[config.mk]
export PLATFORM = sky130hd
export DESIGN_NAME = core_storage_sequence_control
export DESIGN_NICKNAME = d
export VERILOG_FILES = /design/src/core_seq_pkg.sv /design/src/core_storage_sequence_control.sv
export SDC_FILE = /design/constraint.sdc
export NUM_CORES = 1
export LEC_CHECK = 0
export CAP_MARGIN = 30
export CORE_ASPECT_RATIO = 1.25
export CORE_MARGIN = 2
export CORE_UTILIZATION = 60
export CTS_CLUSTER_DIAMETER = 50
export DETAILED_ROUTE_END_ITERATION = 6
export DONT_BUFFER_PORTS = 1
export PLACE_DENSITY = 0.76
export SYNTH_ARGS = -nofsm -noshare
export SYNTH_HDL_FRONTEND = slang
export SYNTH_SLANG_ARGS = --single-unit
[constraint.sdc]
create_clock -name pclk -period 3.9 [get_ports pclk]
set_clock_uncertainty 0.05 [all_clocks]
set_input_delay 0.585 -clock pclk [delete_from_list [all_inputs] [get_ports pclk]]
set_output_delay 0.585 -clock pclk [all_outputs]
set_load 0.03 [all_outputs]
[src/core_seq_pkg.sv]
package core_seq_pkg;

  // ****************************************************************
  // Timing
  // ****************************************************************
  localparam int CLK_NS   = 100;
  localparam int STEP_NS  = 200;
  localparam int STEP_CYC = STEP_NS / CLK_NS;

  localparam logic [1:0] CNT_LAST   = 2'(STEP_CYC - 1);
  localparam logic [1:0] CNT_ZERO   = 2'h0;
  localparam logic [1:0] CNT_ONE    = 2'h1;
  localparam int         LOOP_LEN   = 8;
  localparam int         HALF_LEN   = 4;
  localparam int         CHAIN_LEN  = 10;
  localparam logic [7:0] RING_FIRST = 8'h01;
  localparam logic [2:0] STG_COPY   = 3'h1;
  localparam logic [2:0] STG_ADV    = 3'h5;
  localparam logic [1:0] RANK1_INIT = 2'h0;
  localparam logic [1:0] RANK2_INIT = 2'h3;
  localparam logic [1:0] RANK_INC   = 2'h1;

  // ****************************************************************
  // Timing pulse numbers
  // ****************************************************************
  localparam logic [5:0] TP_START     = 6'h00;
  localparam logic [5:0] TP_DIV_ON    = 6'h00;
  localparam logic [5:0] TP_RD_ON     = 6'h01;
  localparam logic [5:0] TP_SENSE_ON  = 6'h04;
  localparam logic [5:0] TP_RESUME1   = 6'h04;
  localparam logic [5:0] TP_RESUME2   = 6'h06;
  localparam logic [5:0] TP_CLRZ_A    = 6'h07;
  localparam logic [5:0] TP_SETZ      = 6'h08;
  localparam logic [5:0] TP_RD_OFF    = 6'h0A;
  localparam logic [5:0] TP_DUM_ON    = 6'h0B;
  localparam logic [5:0] TP_SENSE_OFF = 6'h0C;
  localparam logic [5:0] TP_INH_ON    = 6'h0D;
  localparam logic [5:0] TP_WR_ON     = 6'h0F;
  localparam logic [5:0] TP_READ_HALF = 6'h10;
  localparam logic [5:0] TP_DIV_OFF   = 6'h18;
  localparam logic [5:0] TP_WR_OFF    = 6'h18;
  localparam logic [5:0] TP_INH_OFF   = 6'h18;
  localparam logic [5:0] TP_CLRZ_B    = 6'h19;
  localparam logic [5:0] TP_LAST      = 6'h20;
  localparam logic [5:0] TP_ONE       = 6'h01;

  // ****************************************************************
  // APB map
  // ****************************************************************
  localparam int          ADDR_W      = 12;
  localparam logic [11:0] ADDR_CTRL   = 12'h000;
  localparam logic [11:0] ADDR_STATUS = 12'h004;
  localparam int CTRL_START_EVEN = 0;
  localparam int CTRL_START_ODD  = 1;
  localparam int CTRL_PW_LO      = 2;
  localparam int CTRL_PW_HI      = 3;
  localparam int ST_BUSY_EV      = 0;
  localparam int ST_BUSY_OD      = 1;
  localparam int ST_DUM_EV       = 2;
  localparam int ST_DUM_OD       = 3;
  localparam int ST_TP_EV        = 4;
  localparam int ST_TP_OD        = 10;
  localparam int ST_PW_EV        = 16;
  localparam int ST_PW_OD        = 18;

  // ****************************************************************
  // Carriers
  // ****************************************************************
  typedef struct packed {
    logic diverter;
    logic read;
    logic write;
    logic inhibit;
    logic sense;
    logic sense_n;
    logic rd_lo;
    logic rd_na;
    logic rd_hi;
    logic wr_lo;
    logic wr_na;
    logic wr_hi;
    logic dummy_off;
    logic clr_z_c14;
    logic clr_z_c58;
    logic set_z_c14;
    logic set_z_c58;
  } drive_s;

  typedef struct packed {
    logic         running;
    logic [7:0]   ring;
    logic [1:0]   rank1;
    logic [1:0]   rank2;
    logic [1:0]   cnt;
    logic [9:0]   chain;
    logic         pw_lo;
    logic         pw_hi;
    logic         tp_fire;
    logic [5:0]   tp_num;
    drive_s       drv;
  } seq_s;

  typedef struct packed {
    seq_s        ev;
    seq_s        od;
    logic        resume1;
    logic        resume2;
    logic        pready;
    logic        pslverr;
    logic [31:0] prdata;
    logic [1:0]  ctrl_pw;
  } state_s;

endpackage

[src/core_storage_sequence_control.sv]
// Behaviour
// - Two identical sequence controls, each emitting one fixed signal series per initiate.
// - Each reference steers its initiate to either the odd or the even control.
// - Timing pulses fill the 6.4 us right after the initiate.
// - Eight-stage recirculating loop gives eight pulses spaced 0.2 us.
// - First half copies rank one to two; second half writes rank two plus one back.
// - Four loop cycles step the counter, giving thirty-two numbered steps.
// - Rank one decodes with first-half stages, rank two with second-half stages.
// - Diverter drive from pulse 0 until pulse 24.
// - Read drive from pulse 1 until pulse 10.
// - Write drive from pulse 15 until pulse 24.
// - Inhibit drive from pulse 13 until pulse 24.
// - Sense drive from pulse 4 until pulse 12, true and complement.
// - Partial-write enables set their own flags during the read half.
// - Lower flag gates lower and non-address; upper gates non-address and upper.
// - No enables: three read strobes during sense window.
// - Both enables: three write strobes during sense window.
// - Dummy flag set at pulse 11, cleared at derived pulse 42.
// - Pulse 42 is pulse 32 passed through a ten-stage delay chain.
// - Dummy-off outputs asserted while dummy flag is set.
// - Clear strobe at pulses 7 and 25, two chassis copies.
// - Set strobe at pulse 8, two chassis copies.
// - First resume at pulse 4 of whichever control runs, shared generator.
// - Second resume at pulse 6 from either control.
//
// Chosen here: the APB interface to the registers and the register addresses.
`timescale 1ns/1ps
`default_nettype none

module core_storage_sequence_control (
  input  wire logic                              pclk,
  input  wire logic                              presetn,
  input  wire logic                              psel,
  input  wire logic                              penable,
  input  wire logic                              pwrite,
  input  wire logic [core_seq_pkg::ADDR_W-1:0]   paddr,
  input  wire logic [31:0]                       pwdata,
  output logic      [31:0]                       prdata,
  output logic                                   pready,
  output logic                                   pslverr,
  input  wire logic                              initiate_even,
  input  wire logic                              initiate_odd,
  input  wire logic                              enable_pw_lower,
  input  wire logic                              enable_pw_upper,
  output core_seq_pkg::drive_s                   drive_even,
  output core_seq_pkg::drive_s                   drive_odd,
  output logic                                   resume_first,
  output logic                                   resume_second
);

  // ****************************************************************
  // One sequence control step
  // ****************************************************************
  // Shared by both controls so they stay identical by construction.
  function automatic core_seq_pkg::seq_s seq_step(
    input core_seq_pkg::seq_s s,
    input logic               init,
    input logic               pwl,
    input logic               pwu
  );
    core_seq_pkg::seq_s n;
    logic               active;
    logic               tick;
    logic               fire;
    logic               half;
    logic [5:0]         num;
    logic [5:0]         cur;
    logic [2:0]         idx;
    logic [7:0]         ring_n;
    n      = s;
    fire   = 1'b0;
    num    = core_seq_pkg::TP_START;
    idx    = 3'h0;
    half   = 1'b0;
    ring_n = s.ring;
    active = s.running || (|s.chain);
    tick   = active && (s.cnt == core_seq_pkg::CNT_LAST);
    n.tp_fire        = 1'b0;
    n.drv.clr_z_c14  = 1'b0;
    n.drv.clr_z_c58  = 1'b0;
    n.drv.set_z_c14  = 1'b0;
    n.drv.set_z_c58  = 1'b0;
    n.cnt = !active ? core_seq_pkg::CNT_ZERO :
            (tick ? core_seq_pkg::CNT_ZERO : s.cnt + core_seq_pkg::CNT_ONE);
    // Delay chain is clocked by the step tick, not by the loop, so it keeps running after pulse 32
    if (tick) begin
      n.chain = {s.chain[core_seq_pkg::CHAIN_LEN-2:0], 1'b0};
      if (s.chain[core_seq_pkg::CHAIN_LEN-1]) begin
        n.drv.dummy_off = 1'b0;
      end
    end
    if (init && !s.running) begin
      n.running = 1'b1;
      n.ring    = '0;
      n.rank1   = core_seq_pkg::RANK1_INIT;
      n.rank2   = core_seq_pkg::RANK2_INIT;
      n.cnt     = core_seq_pkg::CNT_ZERO;
      n.pw_lo   = 1'b0;
      n.pw_hi   = 1'b0;
      fire      = 1'b1;
      num       = core_seq_pkg::TP_START;
    end else if (s.running && tick) begin
      ring_n = (s.ring == '0) ? core_seq_pkg::RING_FIRST : {s.ring[6:0], s.ring[7]};
      for (int i = 0; i < core_seq_pkg::LOOP_LEN; i++) begin
        if (ring_n[i]) begin
          idx = 3'(i);
        end
      end
      n.ring = ring_n;
      half   = (idx < 3'(core_seq_pkg::HALF_LEN));
      num    = half ? ({1'b0, s.rank1, 3'h0} + {3'h0, idx} + core_seq_pkg::TP_ONE)
                    : ({1'b0, s.rank2, 3'h0} + {3'h0, idx} + core_seq_pkg::TP_ONE);
      if (idx == core_seq_pkg::STG_COPY) begin
        n.rank2 = s.rank1;
      end
      if (idx == core_seq_pkg::STG_ADV) begin
        n.rank1 = s.rank2 + core_seq_pkg::RANK_INC;
      end
      fire = 1'b1;
      if (num == core_seq_pkg::TP_LAST) begin
        n.running  = 1'b0;
        n.chain[0] = 1'b1;
      end
    end
    if (fire) begin
      n.tp_fire = 1'b1;
      n.tp_num  = num;
      if (num == core_seq_pkg::TP_DIV_ON) begin
        n.drv.diverter = 1'b1;
      end
      if (num == core_seq_pkg::TP_DIV_OFF) begin
        n.drv.diverter = 1'b0;
      end
      if (num == core_seq_pkg::TP_RD_ON) begin
        n.drv.read = 1'b1;
      end
      if (num == core_seq_pkg::TP_RD_OFF) begin
        n.drv.read = 1'b0;
      end
      if (num == core_seq_pkg::TP_WR_ON) begin
        n.drv.write = 1'b1;
      end
      if (num == core_seq_pkg::TP_WR_OFF) begin
        n.drv.write = 1'b0;
      end
      if (num == core_seq_pkg::TP_INH_ON) begin
        n.drv.inhibit = 1'b1;
      end
      if (num == core_seq_pkg::TP_INH_OFF) begin
        n.drv.inhibit = 1'b0;
      end
      if (num == core_seq_pkg::TP_SENSE_ON) begin
        n.drv.sense = 1'b1;
      end
      if (num == core_seq_pkg::TP_SENSE_OFF) begin
        n.drv.sense = 1'b0;
      end
      if (num == core_seq_pkg::TP_DUM_ON) begin
        n.drv.dummy_off = 1'b1;
      end
      n.drv.clr_z_c14 = (num == core_seq_pkg::TP_CLRZ_A) || (num == core_seq_pkg::TP_CLRZ_B);
      n.drv.clr_z_c58 = (num == core_seq_pkg::TP_CLRZ_A) || (num == core_seq_pkg::TP_CLRZ_B);
      n.drv.set_z_c14 = (num == core_seq_pkg::TP_SETZ);
      n.drv.set_z_c58 = (num == core_seq_pkg::TP_SETZ);
    end
    // Flags only ever set inside the read half; a late enable must not change an open write
    cur = fire ? num : s.tp_num;
    if (n.running && (cur < core_seq_pkg::TP_READ_HALF)) begin
      n.pw_lo = n.pw_lo | pwl;
      n.pw_hi = n.pw_hi | pwu;
    end
    n.drv.sense_n = !n.drv.sense;
    n.drv.rd_lo   = n.drv.sense && !n.pw_lo;
    n.drv.rd_na   = n.drv.sense && !n.pw_lo && !n.pw_hi;
    n.drv.rd_hi   = n.drv.sense && !n.pw_hi;
    n.drv.wr_lo   = n.drv.sense && n.pw_lo;
    n.drv.wr_na   = n.drv.sense && n.pw_lo && n.pw_hi;
    n.drv.wr_hi   = n.drv.sense && n.pw_hi;
    return n;
  endfunction

  // ****************************************************************
  // State
  // ****************************************************************
  core_seq_pkg::state_s q;
  core_seq_pkg::state_s d;
  logic                 access;
  logic                 commit;
  logic                 known;
  logic [1:0]           start_sw;
  logic [31:0]          status;

  always_comb begin
    d        = q;
    start_sw = 2'h0;
    status   = 32'h0000_0000;
    access   = psel && penable;
    commit   = access && q.pready;
    known    = (paddr == core_seq_pkg::ADDR_CTRL) || (paddr == core_seq_pkg::ADDR_STATUS);
    status[core_seq_pkg::ST_BUSY_EV]     = q.ev.running || (|q.ev.chain);
    status[core_seq_pkg::ST_BUSY_OD]     = q.od.running || (|q.od.chain);
    status[core_seq_pkg::ST_DUM_EV]      = q.ev.drv.dummy_off;
    status[core_seq_pkg::ST_DUM_OD]      = q.od.drv.dummy_off;
    status[core_seq_pkg::ST_TP_EV +: 6]  = q.ev.tp_num;
    status[core_seq_pkg::ST_TP_OD +: 6]  = q.od.tp_num;
    status[core_seq_pkg::ST_PW_EV +: 2]  = {q.ev.pw_hi, q.ev.pw_lo};
    status[core_seq_pkg::ST_PW_OD +: 2]  = {q.od.pw_hi, q.od.pw_lo};
    // One wait state keeps pready and prdata on flip-flops
    d.pready  = access && !q.pready;
    d.pslverr = access && !q.pready && !known;
    d.prdata  = 32'h0000_0000;
    if (access && !q.pready && !pwrite) begin
      if (paddr == core_seq_pkg::ADDR_CTRL) begin
        d.prdata[core_seq_pkg::CTRL_PW_LO] = q.ctrl_pw[0];
        d.prdata[core_seq_pkg::CTRL_PW_HI] = q.ctrl_pw[1];
      end else if (paddr == core_seq_pkg::ADDR_STATUS) begin
        d.prdata = status;
      end
    end
    if (commit && pwrite && (paddr == core_seq_pkg::ADDR_CTRL)) begin
      d.ctrl_pw  = {pwdata[core_seq_pkg::CTRL_PW_HI], pwdata[core_seq_pkg::CTRL_PW_LO]};
      start_sw   = {pwdata[core_seq_pkg::CTRL_START_ODD], pwdata[core_seq_pkg::CTRL_START_EVEN]};
    end
    d.ev = seq_step(q.ev, initiate_even || start_sw[0],
                    enable_pw_lower || q.ctrl_pw[0], enable_pw_upper || q.ctrl_pw[1]);
    d.od = seq_step(q.od, initiate_odd || start_sw[1],
                    enable_pw_lower || q.ctrl_pw[0], enable_pw_upper || q.ctrl_pw[1]);
    d.resume1 = (d.ev.tp_fire && (d.ev.tp_num == core_seq_pkg::TP_RESUME1))
             || (d.od.tp_fire && (d.od.tp_num == core_seq_pkg::TP_RESUME1));
    d.resume2 = (d.ev.tp_fire && (d.ev.tp_num == core_seq_pkg::TP_RESUME2))
             || (d.od.tp_fire && (d.od.tp_num == core_seq_pkg::TP_RESUME2));
  end

  always_ff @(posedge pclk or negedge presetn) begin
    if (!presetn) begin
      q                 <= '0;
      q.ev.drv.sense_n  <= 1'b1;
      q.od.drv.sense_n  <= 1'b1;
    end else begin
      q <= d;
    end
  end

  assign prdata        = q.prdata;
  assign pready        = q.pready;
  assign pslverr       = q.pslverr;
  assign drive_even    = q.ev.drv;
  assign drive_odd     = q.od.drv;
  assign resume_first  = q.resume1;
  assign resume_second = q.resume2;
endmodule

`default_nettype wire

# ---- Word level (Yosys, flattened, before mapping)
# Cells that the tools add are included.
# Widths: inputs -> output; s select.
dict set report word_totals {
  ramBits 0
  latch_bits 0
  input_bits 53
  output_inout_bits 70
  register_bits 138
  word_cells 297
  n_memories 0
  rom_bits 0
}
dict set report classes {
  eq_ne 35
  add_sub_neg 12
  n_bitwise 4
  n_shift 0
  muxes 96
  n_div 0
  multipliers 0
  n_lt_le_gt_ge 4
  reduce_logical 86
}
# op count
set op_table {}
lappend op_table {{$eq 6x4->1 const B} 12}
lappend op_table {{$mux 13} 4}
lappend op_table {{$eq 6x3->1 const B} 8}
lappend op_table {{$mux 3} 16}
lappend op_table {{$mux 6} 8}
lappend op_table {{$mux 1} 42}
lappend op_table {{$mux 2} 17}
lappend op_table {{$mux 32} 1}
lappend op_table {{$logic_and 1x1->1} 31}
lappend op_table {{$mux 28} 1}
lappend op_table {{$reduce_bool 2->1} 14}
lappend op_table {{$add 5x3->6} 4}
lappend op_table {{$add 6x1->6 const B} 4}
lappend op_table {{$eq 6x5->1 const B} 4}
lappend op_table {{$mux 12} 2}
lappend op_table {{$reduce_and 2->1} 12}
lappend op_table {{$mux 20} 1}
lappend op_table {{$reduce_or 10->1} 2}
lappend op_table {{$logic_not 8->1} 2}
lappend op_table {{$mux 8} 2}
lappend op_table {{$eq 12x3->1 const B} 1}
lappend op_table {{$eq 6x1->1 const B} 2}
lappend op_table {{$eq 6x6->1 const B} 2}
lappend op_table {{$logic_not 12->1} 1}
lappend op_table {{other kinds (11)} 44}

# ---- Depth between registers and ports, before layout
# Gate-level depths: netlist of run 1.
dict set report depth {
  word_depth 23
  depth_mapped 14
  ltp_nobuf 13
}

# ---- Worst setup path before layout of run 1
# OpenSTA, ideal clock, no wires.
dict set report synth_timing {
  path_type {register to register}
  from {reg q[136] in the netlist's numbering}
  to {reg q, in the netlist drive_even[6]}
  t_arrival_ns 2.815
  path_stages_with_launch 14
  synth_period_minus_slack_ns 2.984
  slack_ns 0.916
  required_ns 3.730
  cell_sequence {dfrtp_1 > clkbuf_1 > inv_1 > a21oi_1 > o31a_1 > inv_1 > ha_1 > clkbuf_1 > nor2_1 > mux2i_1 > or3_1 > or3_4 > mux2i_4 > and3b_1}
}
# element line_no
set synth_rtl {}
lappend synth_rtl {{start, declared} core_storage_sequence_control.sv:185} ;# core_seq_pkg::state_s q;

==> impl_metrics.env, run 1 <==
export IMPL_initial_utilization_pct=61.1
export IMPL_power_density_nw_per_um2=800
export IMPL_synth_common_cells="120 x dfrtp_1, 66 x buf_4, 44 x nand2_1, 44 x nor2_1, 29 x inv_1"
export IMPL_met1_usage_pct=27.4
export IMPL_gp_congestion=0.950
export IMPL_ys_seq_area_share_pct=52.3
export IMPL_finalSetupTns_ns=0
export IMPL_cp_max_fo=8
export IMPL_area_growth_pct=5.94
export IMPL_cts_buffers=17
export IMPL_drv_slew=0
export IMPL_fin_crit_ns=3.48
export IMPL_ioPinCount=123
export IMPL_num_vias=3804
export IMPL_final_cell_area_um2=6180
export IMPL_die_area_um2=10500
export IMPL_p_int_mw=3.19
export IMPL_met3_usage_pct=7.50
export IMPL_synth_top_area_share_pct=51.4
export IMPL_pwr_share_seq_pct=42.1
export IMPL_worstSetupEndpointType="flip-flop"
export IMPL_path_clk_slew_ns=0.05
export IMPL_yosysTopAreaCell="dfrtp_1"
export IMPL_synth_async_reset_ratio_pct=100
export IMPL_ys_ff_latch=122
export IMPL_ys_flop_type="dfrtp_1"
export IMPL_synth_area_um2=5840
export IMPL_critPathLaunchType="flip-flop"
export IMPL_max_freq_ghz=0.288
export IMPL_slew_headroom_pct=47.3
export IMPL_p_clk_share_pct=33.8
export IMPL_status="completed"
export IMPL_synth_area_leaders="dfrtp_1 51%, buf_4 8.5%, mux2_2 4.1%"
export IMPL_critPathSlowestCell="mux2i_1"
export IMPL_critical_path_class="reg -> reg"
export IMPL_crit_chain="nor2b_1, o21bai_1, a21oi_1, nor2_1, inv_1, ha_1, or3_1, a211oi_1, o211ai_1, mux2i_1, nor3_1"
export IMPL_root_buffer="clkbuf_16"
export IMPL_die_w_um=92.2
export IMPL_tightest_slew_ns=0.783
export IMPL_dp_hpwl_mm=8.09
export IMPL_grt_pass1_vias=3817
export IMPL_portBuffers=0
export IMPL_antenna_found_initial=0
export IMPL_hold_viol=0
export IMPL_swShare_pct=35.5
export IMPL_htreeDepth=4
export IMPL_grt_pass1_wl_mm=18.8
export IMPL_drtIter0Drc=221
export IMPL_drtAntennaViolNets=0
export IMPL_grt_usage_pct=23.4
export IMPL_fin_ws_ns=0.422
export IMPL_syn_inst=559
export IMPL_viasPerCell=5.86
export IMPL_drive_gt1_share_pct=12.8
export IMPL_hp_class="in -> async"
export IMPL_leakage_nw=2.94
export IMPL_use_met2_pct=39.9
export IMPL_pwr_share_comb_pct=24.1
export IMPL_grt_max_degree=123
export IMPL_worst_endpoint_arrival_ns=3.68
export IMPL_ir_worst_vdd_uv=455
export IMPL_critPathRequiredTime_ns=4.11
export IMPL_cts_sinks=122
export IMPL_yosysMostFrequentCell="dfrtp_1"
export IMPL_first_pass_iters=4
export IMPL_coreArea_um2=9560
export IMPL_antenna_diode_count=0
export IMPL_dpl_instance_area_um2=5510
export IMPL_top_usage_layer="met2"
export IMPL_layout_nets=572
export IMPL_cts_max_path_buffers=2
export IMPL_synth_distinct_cells=60
export IMPL_drv_cap=0
export IMPL_fp_dieH_um=114
export IMPL_cts_resized_gates=0
export IMPL_cp_slowest_stage_delay_ns=0.57
export IMPL_wl_per_cell_um=17.6
export IMPL_cts_tree="built"
export IMPL_synth_edf_count=0
export IMPL_syn_area_per_cell_um2=10.4
export IMPL_yosys_warnings=0
export IMPL_finalSetupViolCount=0
export IMPL_rows=40
export IMPL_clk_latency_ns=0.40
export IMPL_wirelength_mm=11.4
export IMPL_fin_crit_sh_pct=89.2
export IMPL_rsz0062_at_grt="no"
export IMPL_place_ws_ns=0.518
export IMPL_remaining_drc_errors=0
export IMPL_overflow=0
export IMPL_switchingPower_mw=1.76
## cells in the final DEF, fill, tap and decap left out, types with 6 or more instances in the layout
cell,n
a21oi_1,14
dfrtp_1,120
nand3_1,8
mux2_2,21
o31ai_1,6
nor3_1,18
o22ai_1,6
nor4_1,9
inv_1,29
buf_4,7
and2_1,17
clkbuf_8,6
nand2_1,44
conb_1,12
ha_1,8
a22o_1,10
nor2b_1,7
nand2b_1,6
clkbuf_16,17
o21ai_0,19
nor2_1,44
## power groups by stage
stage	logic, mW	clock network (mW)	registers [mW]
finish	1.19	1.67	2.08
global route	1.34	1.75	2.13
CTS	1.18	1.70	2.08
detailed placement	1.15	0	2.09
global placement	1.12	0	2.08
floorplan	1.39	0	1.73
## worst max-delay path: cells and delay by family (launching register included)
kind                       cells  cell delay (ns)
buffers and inverters          1             0.17
and+or+nand+nor                4             0.94
muxes                          1             0.57
adders and majority gates      1             0.29
AOI/OAI and AO/OA              4             0.91
DFF                            1             0.40
## logic make-up (layout without fill, tap and decap cells)
family | count (synthesis) | after routing | synth area share, %
simple gates | 185 | 185 | 16.5
flops | 122 | 122 | 52.3
buf+inv | 115 | 68 | 11.8
xor+xnor | 4 | 4 | 0.600
compound gates | 98 | 98 | 11.8
other cells | 1 | 12 | 0.0642
fa+ha+maj | 8 | 8 | 1.71
mux | 26 | 26 | 5.12
## metal layers
metal / routed length (um) / share of wire, %
met4: 257 / 2.3
met5: 0 / 0
met3: 652 / 5.7
met1: 4410 / 39
met2: 6080 / 53
## layout make-up
class	instances	area [um^2]
inverter	29	109
timing repair buffer	8	80.1
tap	126	158
multi-input combinational	333	2130
sequential	122	3060
fill	726	3380
clock inverter	7	135
clock buffer	24	512
## final timing paths
path / from / slack, ns / cells past startpoint / endpoint
max in group asynchronous: presetn / 3.27 / 1 / q[117]
max: q[80] / 0.42 / 11 / drive_odd[9]
min reg2reg: q[74] / 0.39 / 1 / q[74]
max reg2reg: q[80] / 0.42 / 11 / drive_odd[9]
min in group pclk: pwdata[3] / 0.28 / 1 / q[1]
min: presetn / 0.07 / 1 / prdata[11]
## through the flow
stage	total power, mW	util, %	cells	hold slack, ns
floorplan	3.12	-	570	0.239
global placement	3.20	57.6	617	0.245
detailed placement	3.24	57.6	617	0.244
CTS	4.96	64.7	649	0.108
global route	5.22	64.7	649	0.0975
finish	4.95	64.7	649	0.0717
## flip-flops by register name (all words and copies together) (netlist names)
signal,count
drive_even,15
pready,1
drive_odd,15
q,68
prdata,20
pslverr,1
resume_second,1
resume_first,1
## repair_timing
| action | 4_1_cts | 5_1_grt |
|---|---|---|
| endpoints found under the hold margin | 122 | 0 |
| setup buffers | 0 | 0 |
| hold buffers | 1 | 0 |
| endpoints found under the setup margin | 0 | 0 |
No activity file was read; power rests on OpenSTA's default activity.
==> run 2: changes to the inputs <==
--- a/config.mk
+++ b/config.mk
@@ -12,7 +12,7 @@
 export CTS_CLUSTER_DIAMETER = 50
 export DETAILED_ROUTE_END_ITERATION = 6
 export DONT_BUFFER_PORTS = 1
-export PLACE_DENSITY = 0.76
+export PLACE_DENSITY = 0.73
 export SYNTH_ARGS = -nofsm -noshare
 export SYNTH_HDL_FRONTEND = slang
 export SYNTH_SLANG_ARGS = --single-unit
==> constraint.sdc (replaced) <==
create_clock -name pclk -period 3.55 [get_ports pclk]
set_clock_uncertainty 0.05 [all_clocks]
set_input_delay 0.5325 -clock pclk [delete_from_list [all_inputs] [get_ports pclk]]
set_output_delay 0.5325 -clock pclk [all_outputs]
set_load 0.03 [all_outputs]
==> run 2 against run 1 <==
Sequential share of layout area up 0.41 points. Wire length grew 3.9%. Non-clock buffer count stayed put. Largest power group unchanged. Critical path type unchanged.
==> impl_metrics.env, run 2 (synthesized netlist as in run 1, its figures left out) <==
export IMPL_status="completed"
export IMPL_first_pass_iters=4
export IMPL_ioPinCount=123
export IMPL_remaining_drc_errors=0
export IMPL_clk_latency_ns=0.42
export IMPL_cp_slowest_stage_delay_ns=0.40
export IMPL_final_cell_mix="120 x dfrtp_1, 44 x nor2_1, 44 x nand2_1"
export IMPL_layout_nets=572
export IMPL_area_growth_pct=5.06
export IMPL_cpLargestDelayFamily="simple AND/OR/NAND/NOR gates"
export IMPL_utilization_pct=64.1
export IMPL_largest_register="q"
export IMPL_multi_input_area_um2=2130
export IMPL_final_common_cell="dfrtp_1"
export IMPL_root_buffer="clkbuf_16"
export IMPL_rows=40
export IMPL_slew_headroom_pct=36.8
export IMPL_r2r_slack_ns=0.35
export IMPL_critical_path_class="reg -> reg"
export IMPL_rsz0062_at_grt="no"
export IMPL_coreArea_um2=9560
export IMPL_path_clk_slew_ns=0.05
export IMPL_worstSetupEndpointType="flip-flop"
export IMPL_cts_tree="built"
export IMPL_fp_dieH_um=114
export IMPL_finalSetupViolCount=0
export IMPL_die_area_um2=10500
export IMPL_cp_max_fo=8
export IMPL_cp_num_buf_inv=2
export IMPL_finalSetupTns_ns=0
export IMPL_drv_slew=0
export IMPL_viasPerCell=5.88
export IMPL_critPathSlowestCell="dfrtp_1"
export IMPL_crit_chain="nor2b_1, o21bai_1, a21oi_1, nor2_1, inv_1, ha_1, or3_1, a211oi_1, o211ai_1, mux2i_1, buf_4, nor3_1"
export IMPL_fin_crit_sh_pct=90.0
export IMPL_overflow=0
export IMPL_wirelength_mm=11.8
export IMPL_cts_buffers=17
export IMPL_antenna_found_initial=2
export IMPL_worst_endpoint_arrival_ns=3.48
export IMPL_drtAntennaViolNets=0
export IMPL_htreeDepth=4
export IMPL_cts_resized_gates=0
export IMPL_max_freq_ghz=0.313
export IMPL_dp_hpwl_mm=8.26
export IMPL_grt_usage_pct=24.0
export IMPL_grt_max_degree=123
export IMPL_critPathLaunchType="flip-flop"
export IMPL_cts_max_path_buffers=2
export IMPL_power_density_nw_per_um2=864
export IMPL_wl_per_cell_um=18.2
export IMPL_fin_total_pwr_mw=5.30
export IMPL_drtIter0Drc=221
export IMPL_leakage_nw=2.90
export IMPL_drive_gt1_share_pct=13.0
export IMPL_num_vias=3831
export IMPL_hold_viol=0
export IMPL_portBuffers=0
export IMPL_initial_utilization_pct=61.1
export IMPL_ir_worst_vdd_uv=650
export IMPL_sequential_cell_area_um2=3060
export IMPL_tightest_slew_ns=0.940
export IMPL_gp_congestion=0.925
export IMPL_hp_class="in -> async"
export IMPL_grt_pass1_wl_mm=19.3
export IMPL_fin_crit_ns=3.20
export IMPL_largest_register_ffs=68
export IMPL_drv_cap=0
export IMPL_fillCellCount=737
export IMPL_grt_pass1_vias=3843
export IMPL_cts_sinks=122
export IMPL_critPathRequiredTime_ns=3.84
export IMPL_die_w_um=92.2
## run 2: changes by cell type in the layout (fill, tap and decap cells not counted)
cell        previous run  this run
diode_2                0         2
clkinv_4               0         2
clkinvlp_4             0         3
clkinv_2               3         4
clkbuf_8               6         3
bufinv_16              4         2
## run 2: final timing paths
| kind | cells past startpoint | to | from |
|---|---|---|---|
| max | 12 | drive_odd[6] | q[80] |
| min | 1 | q[74] | presetn |
| max reg2reg | 12 | drive_odd[6] | q[80] |
| min reg2reg | 1 | q[125] | q[125] |
| max in group asynchronous | 1 | drive_odd[11] | presetn |
| min in group pclk | 2 | pready | penable |
## run 2: area by class of cell
class                   instances  area share [%]
diodes                          2          0.0816
clock buffers                  21            7.67
clock inverters                11            1.96
inverters                      29            1.78
multi-input cells             333            34.8
flip-flops and latches        122            49.8
well taps                     126            2.57
repair buffers                  8            1.31
## run 2: what timing repair did
action	in CTS	in global routing
hold endpoints to repair	122	0
hold buffers	1	0
buffers inserted	0	0
## run 2: worst register-to-register path, stage by stage (launching register included)
cell	delay [ns]
dfrtp_1	0.40
nor2b_1	0.14
o21bai_1	0.14
a21oi_1	0.11
nor2_1	0.29
inv_1	0.17
ha_1	0.30
or3_1	0.38
a211oi_1	0.36
o211ai_1	0.23
mux2i_1	0.18
buf_4	0.22
nor3_1	0.17
## run 2: report_power, final
part	internal, mW	leakage, nW	switching [mW]
registers	1.71	1.58	0.580
logic	0.524	1.04	0.801
clock network	1.08	0.285	0.601
total	3.31	2.90	1.98
## run 2: through the flow
stage | setup slack, ns | instances | area [um^2] | hold WS (ns)
CTS | 0.364 | 650 | 6130 | 0.0471
detailed placement | 0.390 | 617 | 5510 | 0.192
global placement | 0.407 | 617 | 5510 | 0.190
floorplan | 0.566 | 570 | 5880 | 0.187
global route | 0.165 | 651 | 6130 | 0.0522
finish | 0.354 | 652 | 6130 | 0.0303
## run 2: layer usage
layer	vias to the layer above	GRT usage (%)	part of all wire [%]
met3	40	7.44	6.7
met4	0	13.0	3.7
met1	1894	27.0	38
li1	1767	-	-
met5	-	0	0
met2	130	40.9	52
==> run 3: changes to the inputs <==
--- a/config.mk
+++ b/config.mk
@@ -6,13 +6,15 @@
 export NUM_CORES = 1
 export LEC_CHECK = 0
 export CAP_MARGIN = 30
+export CELL_PAD_IN_SITES_DETAIL_PLACEMENT = 0
+export CELL_PAD_IN_SITES_GLOBAL_PLACEMENT = 1
 export CORE_ASPECT_RATIO = 1.25
 export CORE_MARGIN = 2
-export CORE_UTILIZATION = 60
+export CORE_UTILIZATION = 49
 export CTS_CLUSTER_DIAMETER = 50
 export DETAILED_ROUTE_END_ITERATION = 6
 export DONT_BUFFER_PORTS = 1
-export PLACE_DENSITY = 0.73
+export PLACE_DENSITY = 0.76
 export SYNTH_ARGS = -nofsm -noshare
 export SYNTH_HDL_FRONTEND = slang
 export SYNTH_SLANG_ARGS = --single-unit
==> run 3 against run 2 <==
Hold slack better by 0.018 ns. Sequential share of layout area is 0.48 points lower. Critical endpoint is now drive_odd[9]. Flip-flop and latch count stayed put. Highest routed layer unchanged. Critical path depth stayed put. Combinational power hardly changed.
==> impl_metrics.env, run 3 (synthesized netlist as in run 1, its figures left out) <==
export IMPL_first_pass_iters=4
export IMPL_worst_endpoint_arrival_ns=3.49
export IMPL_r2r_slack_ns=0.33
export IMPL_drtAntennaViolNets=0
export IMPL_power_density_nw_per_um2=856
export IMPL_viasPerCell=5.43
export IMPL_critPathSlowestCell="a211oi_1"
export IMPL_drtIter0Drc=166
export IMPL_grt_max_degree=123
export IMPL_postCtsSetupBuffers=0
export IMPL_area_growth_pct=6.09
export IMPL_cts_buffers=17
export IMPL_finalSetupViolCount=0
export IMPL_cp_slowest_stage_delay_ns=0.44
export IMPL_whs_ns=0.0484
export IMPL_layout_nets=574
export IMPL_fin_total_pwr_mw=5.30
export IMPL_portBuffers=0
export IMPL_num_vias=3732
export IMPL_grt_usage_pct=19.7
export IMPL_finalSetupTns_ns=0
export IMPL_rows=44
export IMPL_leakage_nw=2.91
export IMPL_coreArea_um2=11600
export IMPL_reg2regPathDepth=12
export IMPL_final_common_cell="dfrtp_1"
export IMPL_cp_max_fo=8
export IMPL_crit_chain="nor2b_1, o21bai_1, a21oi_1, nor2_1, inv_1, ha_1, or3_1, a211oi_1, o211ai_1, mux2i_1, buf_4, nor3_1"
export IMPL_die_area_um2=12800
export IMPL_r2r_end="drive_odd[9]"
export IMPL_fin_crit_sh_pct=90.7
export IMPL_path_clk_slew_ns=0.05
export IMPL_hold_viol=0
export IMPL_fin_crit_ns=3.22
export IMPL_cts_max_path_buffers=2
export IMPL_critPathRequiredTime_ns=3.82
export IMPL_gp_congestion=0.833
export IMPL_max_freq_ghz=0.310
export IMPL_wirelength_mm=11.6
export IMPL_fp_dieH_um=126
export IMPL_largest_register_ffs=68
export IMPL_hp_class="in -> async"
export IMPL_drive_gt1_share_pct=13.5
export IMPL_tightest_slew_ns=0.777
export IMPL_antenna_found_initial=0
export IMPL_clk_latency_ns=0.41
export IMPL_ioPinCount=123
export IMPL_drv_cap=0
export IMPL_antenna_diode_count=0
export IMPL_status="completed"
export IMPL_wl_per_cell_um=16.9
export IMPL_dp_hpwl_mm=8.28
export IMPL_final_cell_mix="120 x dfrtp_1, 44 x nor2_1, 44 x nand2_1"
export IMPL_cts_tree="built"
export IMPL_grt_pass1_vias=3786
export IMPL_slew_headroom_pct=48.0
export IMPL_overflow=0
export IMPL_worstSetupEndpointType="flip-flop"
export IMPL_ir_worst_vdd_uv=422
export IMPL_drv_slew=0
export IMPL_grt_pass1_wl_mm=19.3
export IMPL_critPathLaunchType="flip-flop"
export IMPL_worstReg2RegStart="q[80]"
export IMPL_root_buffer="clkbuf_16"
export IMPL_die_w_um=102
export IMPL_rsz0062_at_grt="no"
export IMPL_critical_path_class="reg -> reg"
export IMPL_remaining_drc_errors=0
export IMPL_initial_utilization_pct=50.2
export IMPL_htreeDepth=4
export IMPL_largest_register="q"
export IMPL_cts_sinks=122
[run 3: how the worst max path moves through the flow]
stage | slack [ns] | end | start
after floorplan | 0.57 | drive_even[6] | q[136]
after global placement | 0.40 | drive_odd[9] | q[80]
after detailed placement | 0.34 | drive_odd[9] | q[80]
after CTS | 0.32 | drive_odd[9] | q[80]
after global routing | 0.08 | drive_odd[9] | q[83]
final | 0.33 | drive_odd[9] | q[80]
[run 3: what timing repair did]
item	CTS	global route
hold buffers	1	0
resized for setup	0	0
hold endpoints to repair	122	0
[run 3: report_power, final]
group	switching, mW	leakage [nW]	internal (mW)
logic	0.785	1.05	0.542
registers	0.578	1.58	1.71
clock network	0.617	0.282	1.07
total	1.98	2.91	3.32
[run 3: metrics by stage]
step                      util (%)  cells  worst slack [ns]  instance area [um^2]
after floorplan                  -    570             0.566                  5880
after global placement        47.9    654             0.404                  5570
after detailed placement      47.9    654             0.339                  5570
after CTS                     53.3    687             0.324                  6190
after global routing          53.3    687            0.0791                  6190
final                         53.3    687             0.329                  6190
[run 3: per-layer routing]
metal / global-route usage, % / routed length, um / vias to the layer above / part of all wire (%)
met1: 23.4 / 4830 / 1858 / 42
met3: 4.33 / 356 / 20 / 3.1
met4: 8.03 / 247 / 0 / 2.1
li1: - / - / 1784 / -
met2: 33.9 / 6160 / 70 / 53
met5: 0 / 0 / - / 0
[run 3: critical path, delay by kind of cell, from the launching register on]
family          cells  cell delay [ns]
simple gates        4             0.98
buf+inv             2             0.35
flops               1             0.39
mux                 1             0.16
compound gates      4             0.92
fa+ha+maj           1             0.29
[run 3: layout make-up]
cell class                      count  area [um^2]
Timing Repair Buffer               10         95.1
Multi-Input combinational cell    333         2130
Tap cell                          161          201
Inverter                           29          109
Clock buffer                       19          453
Fill cell                        1007         5420
Clock inverter                     13          144
Sequential cell                   122         3060
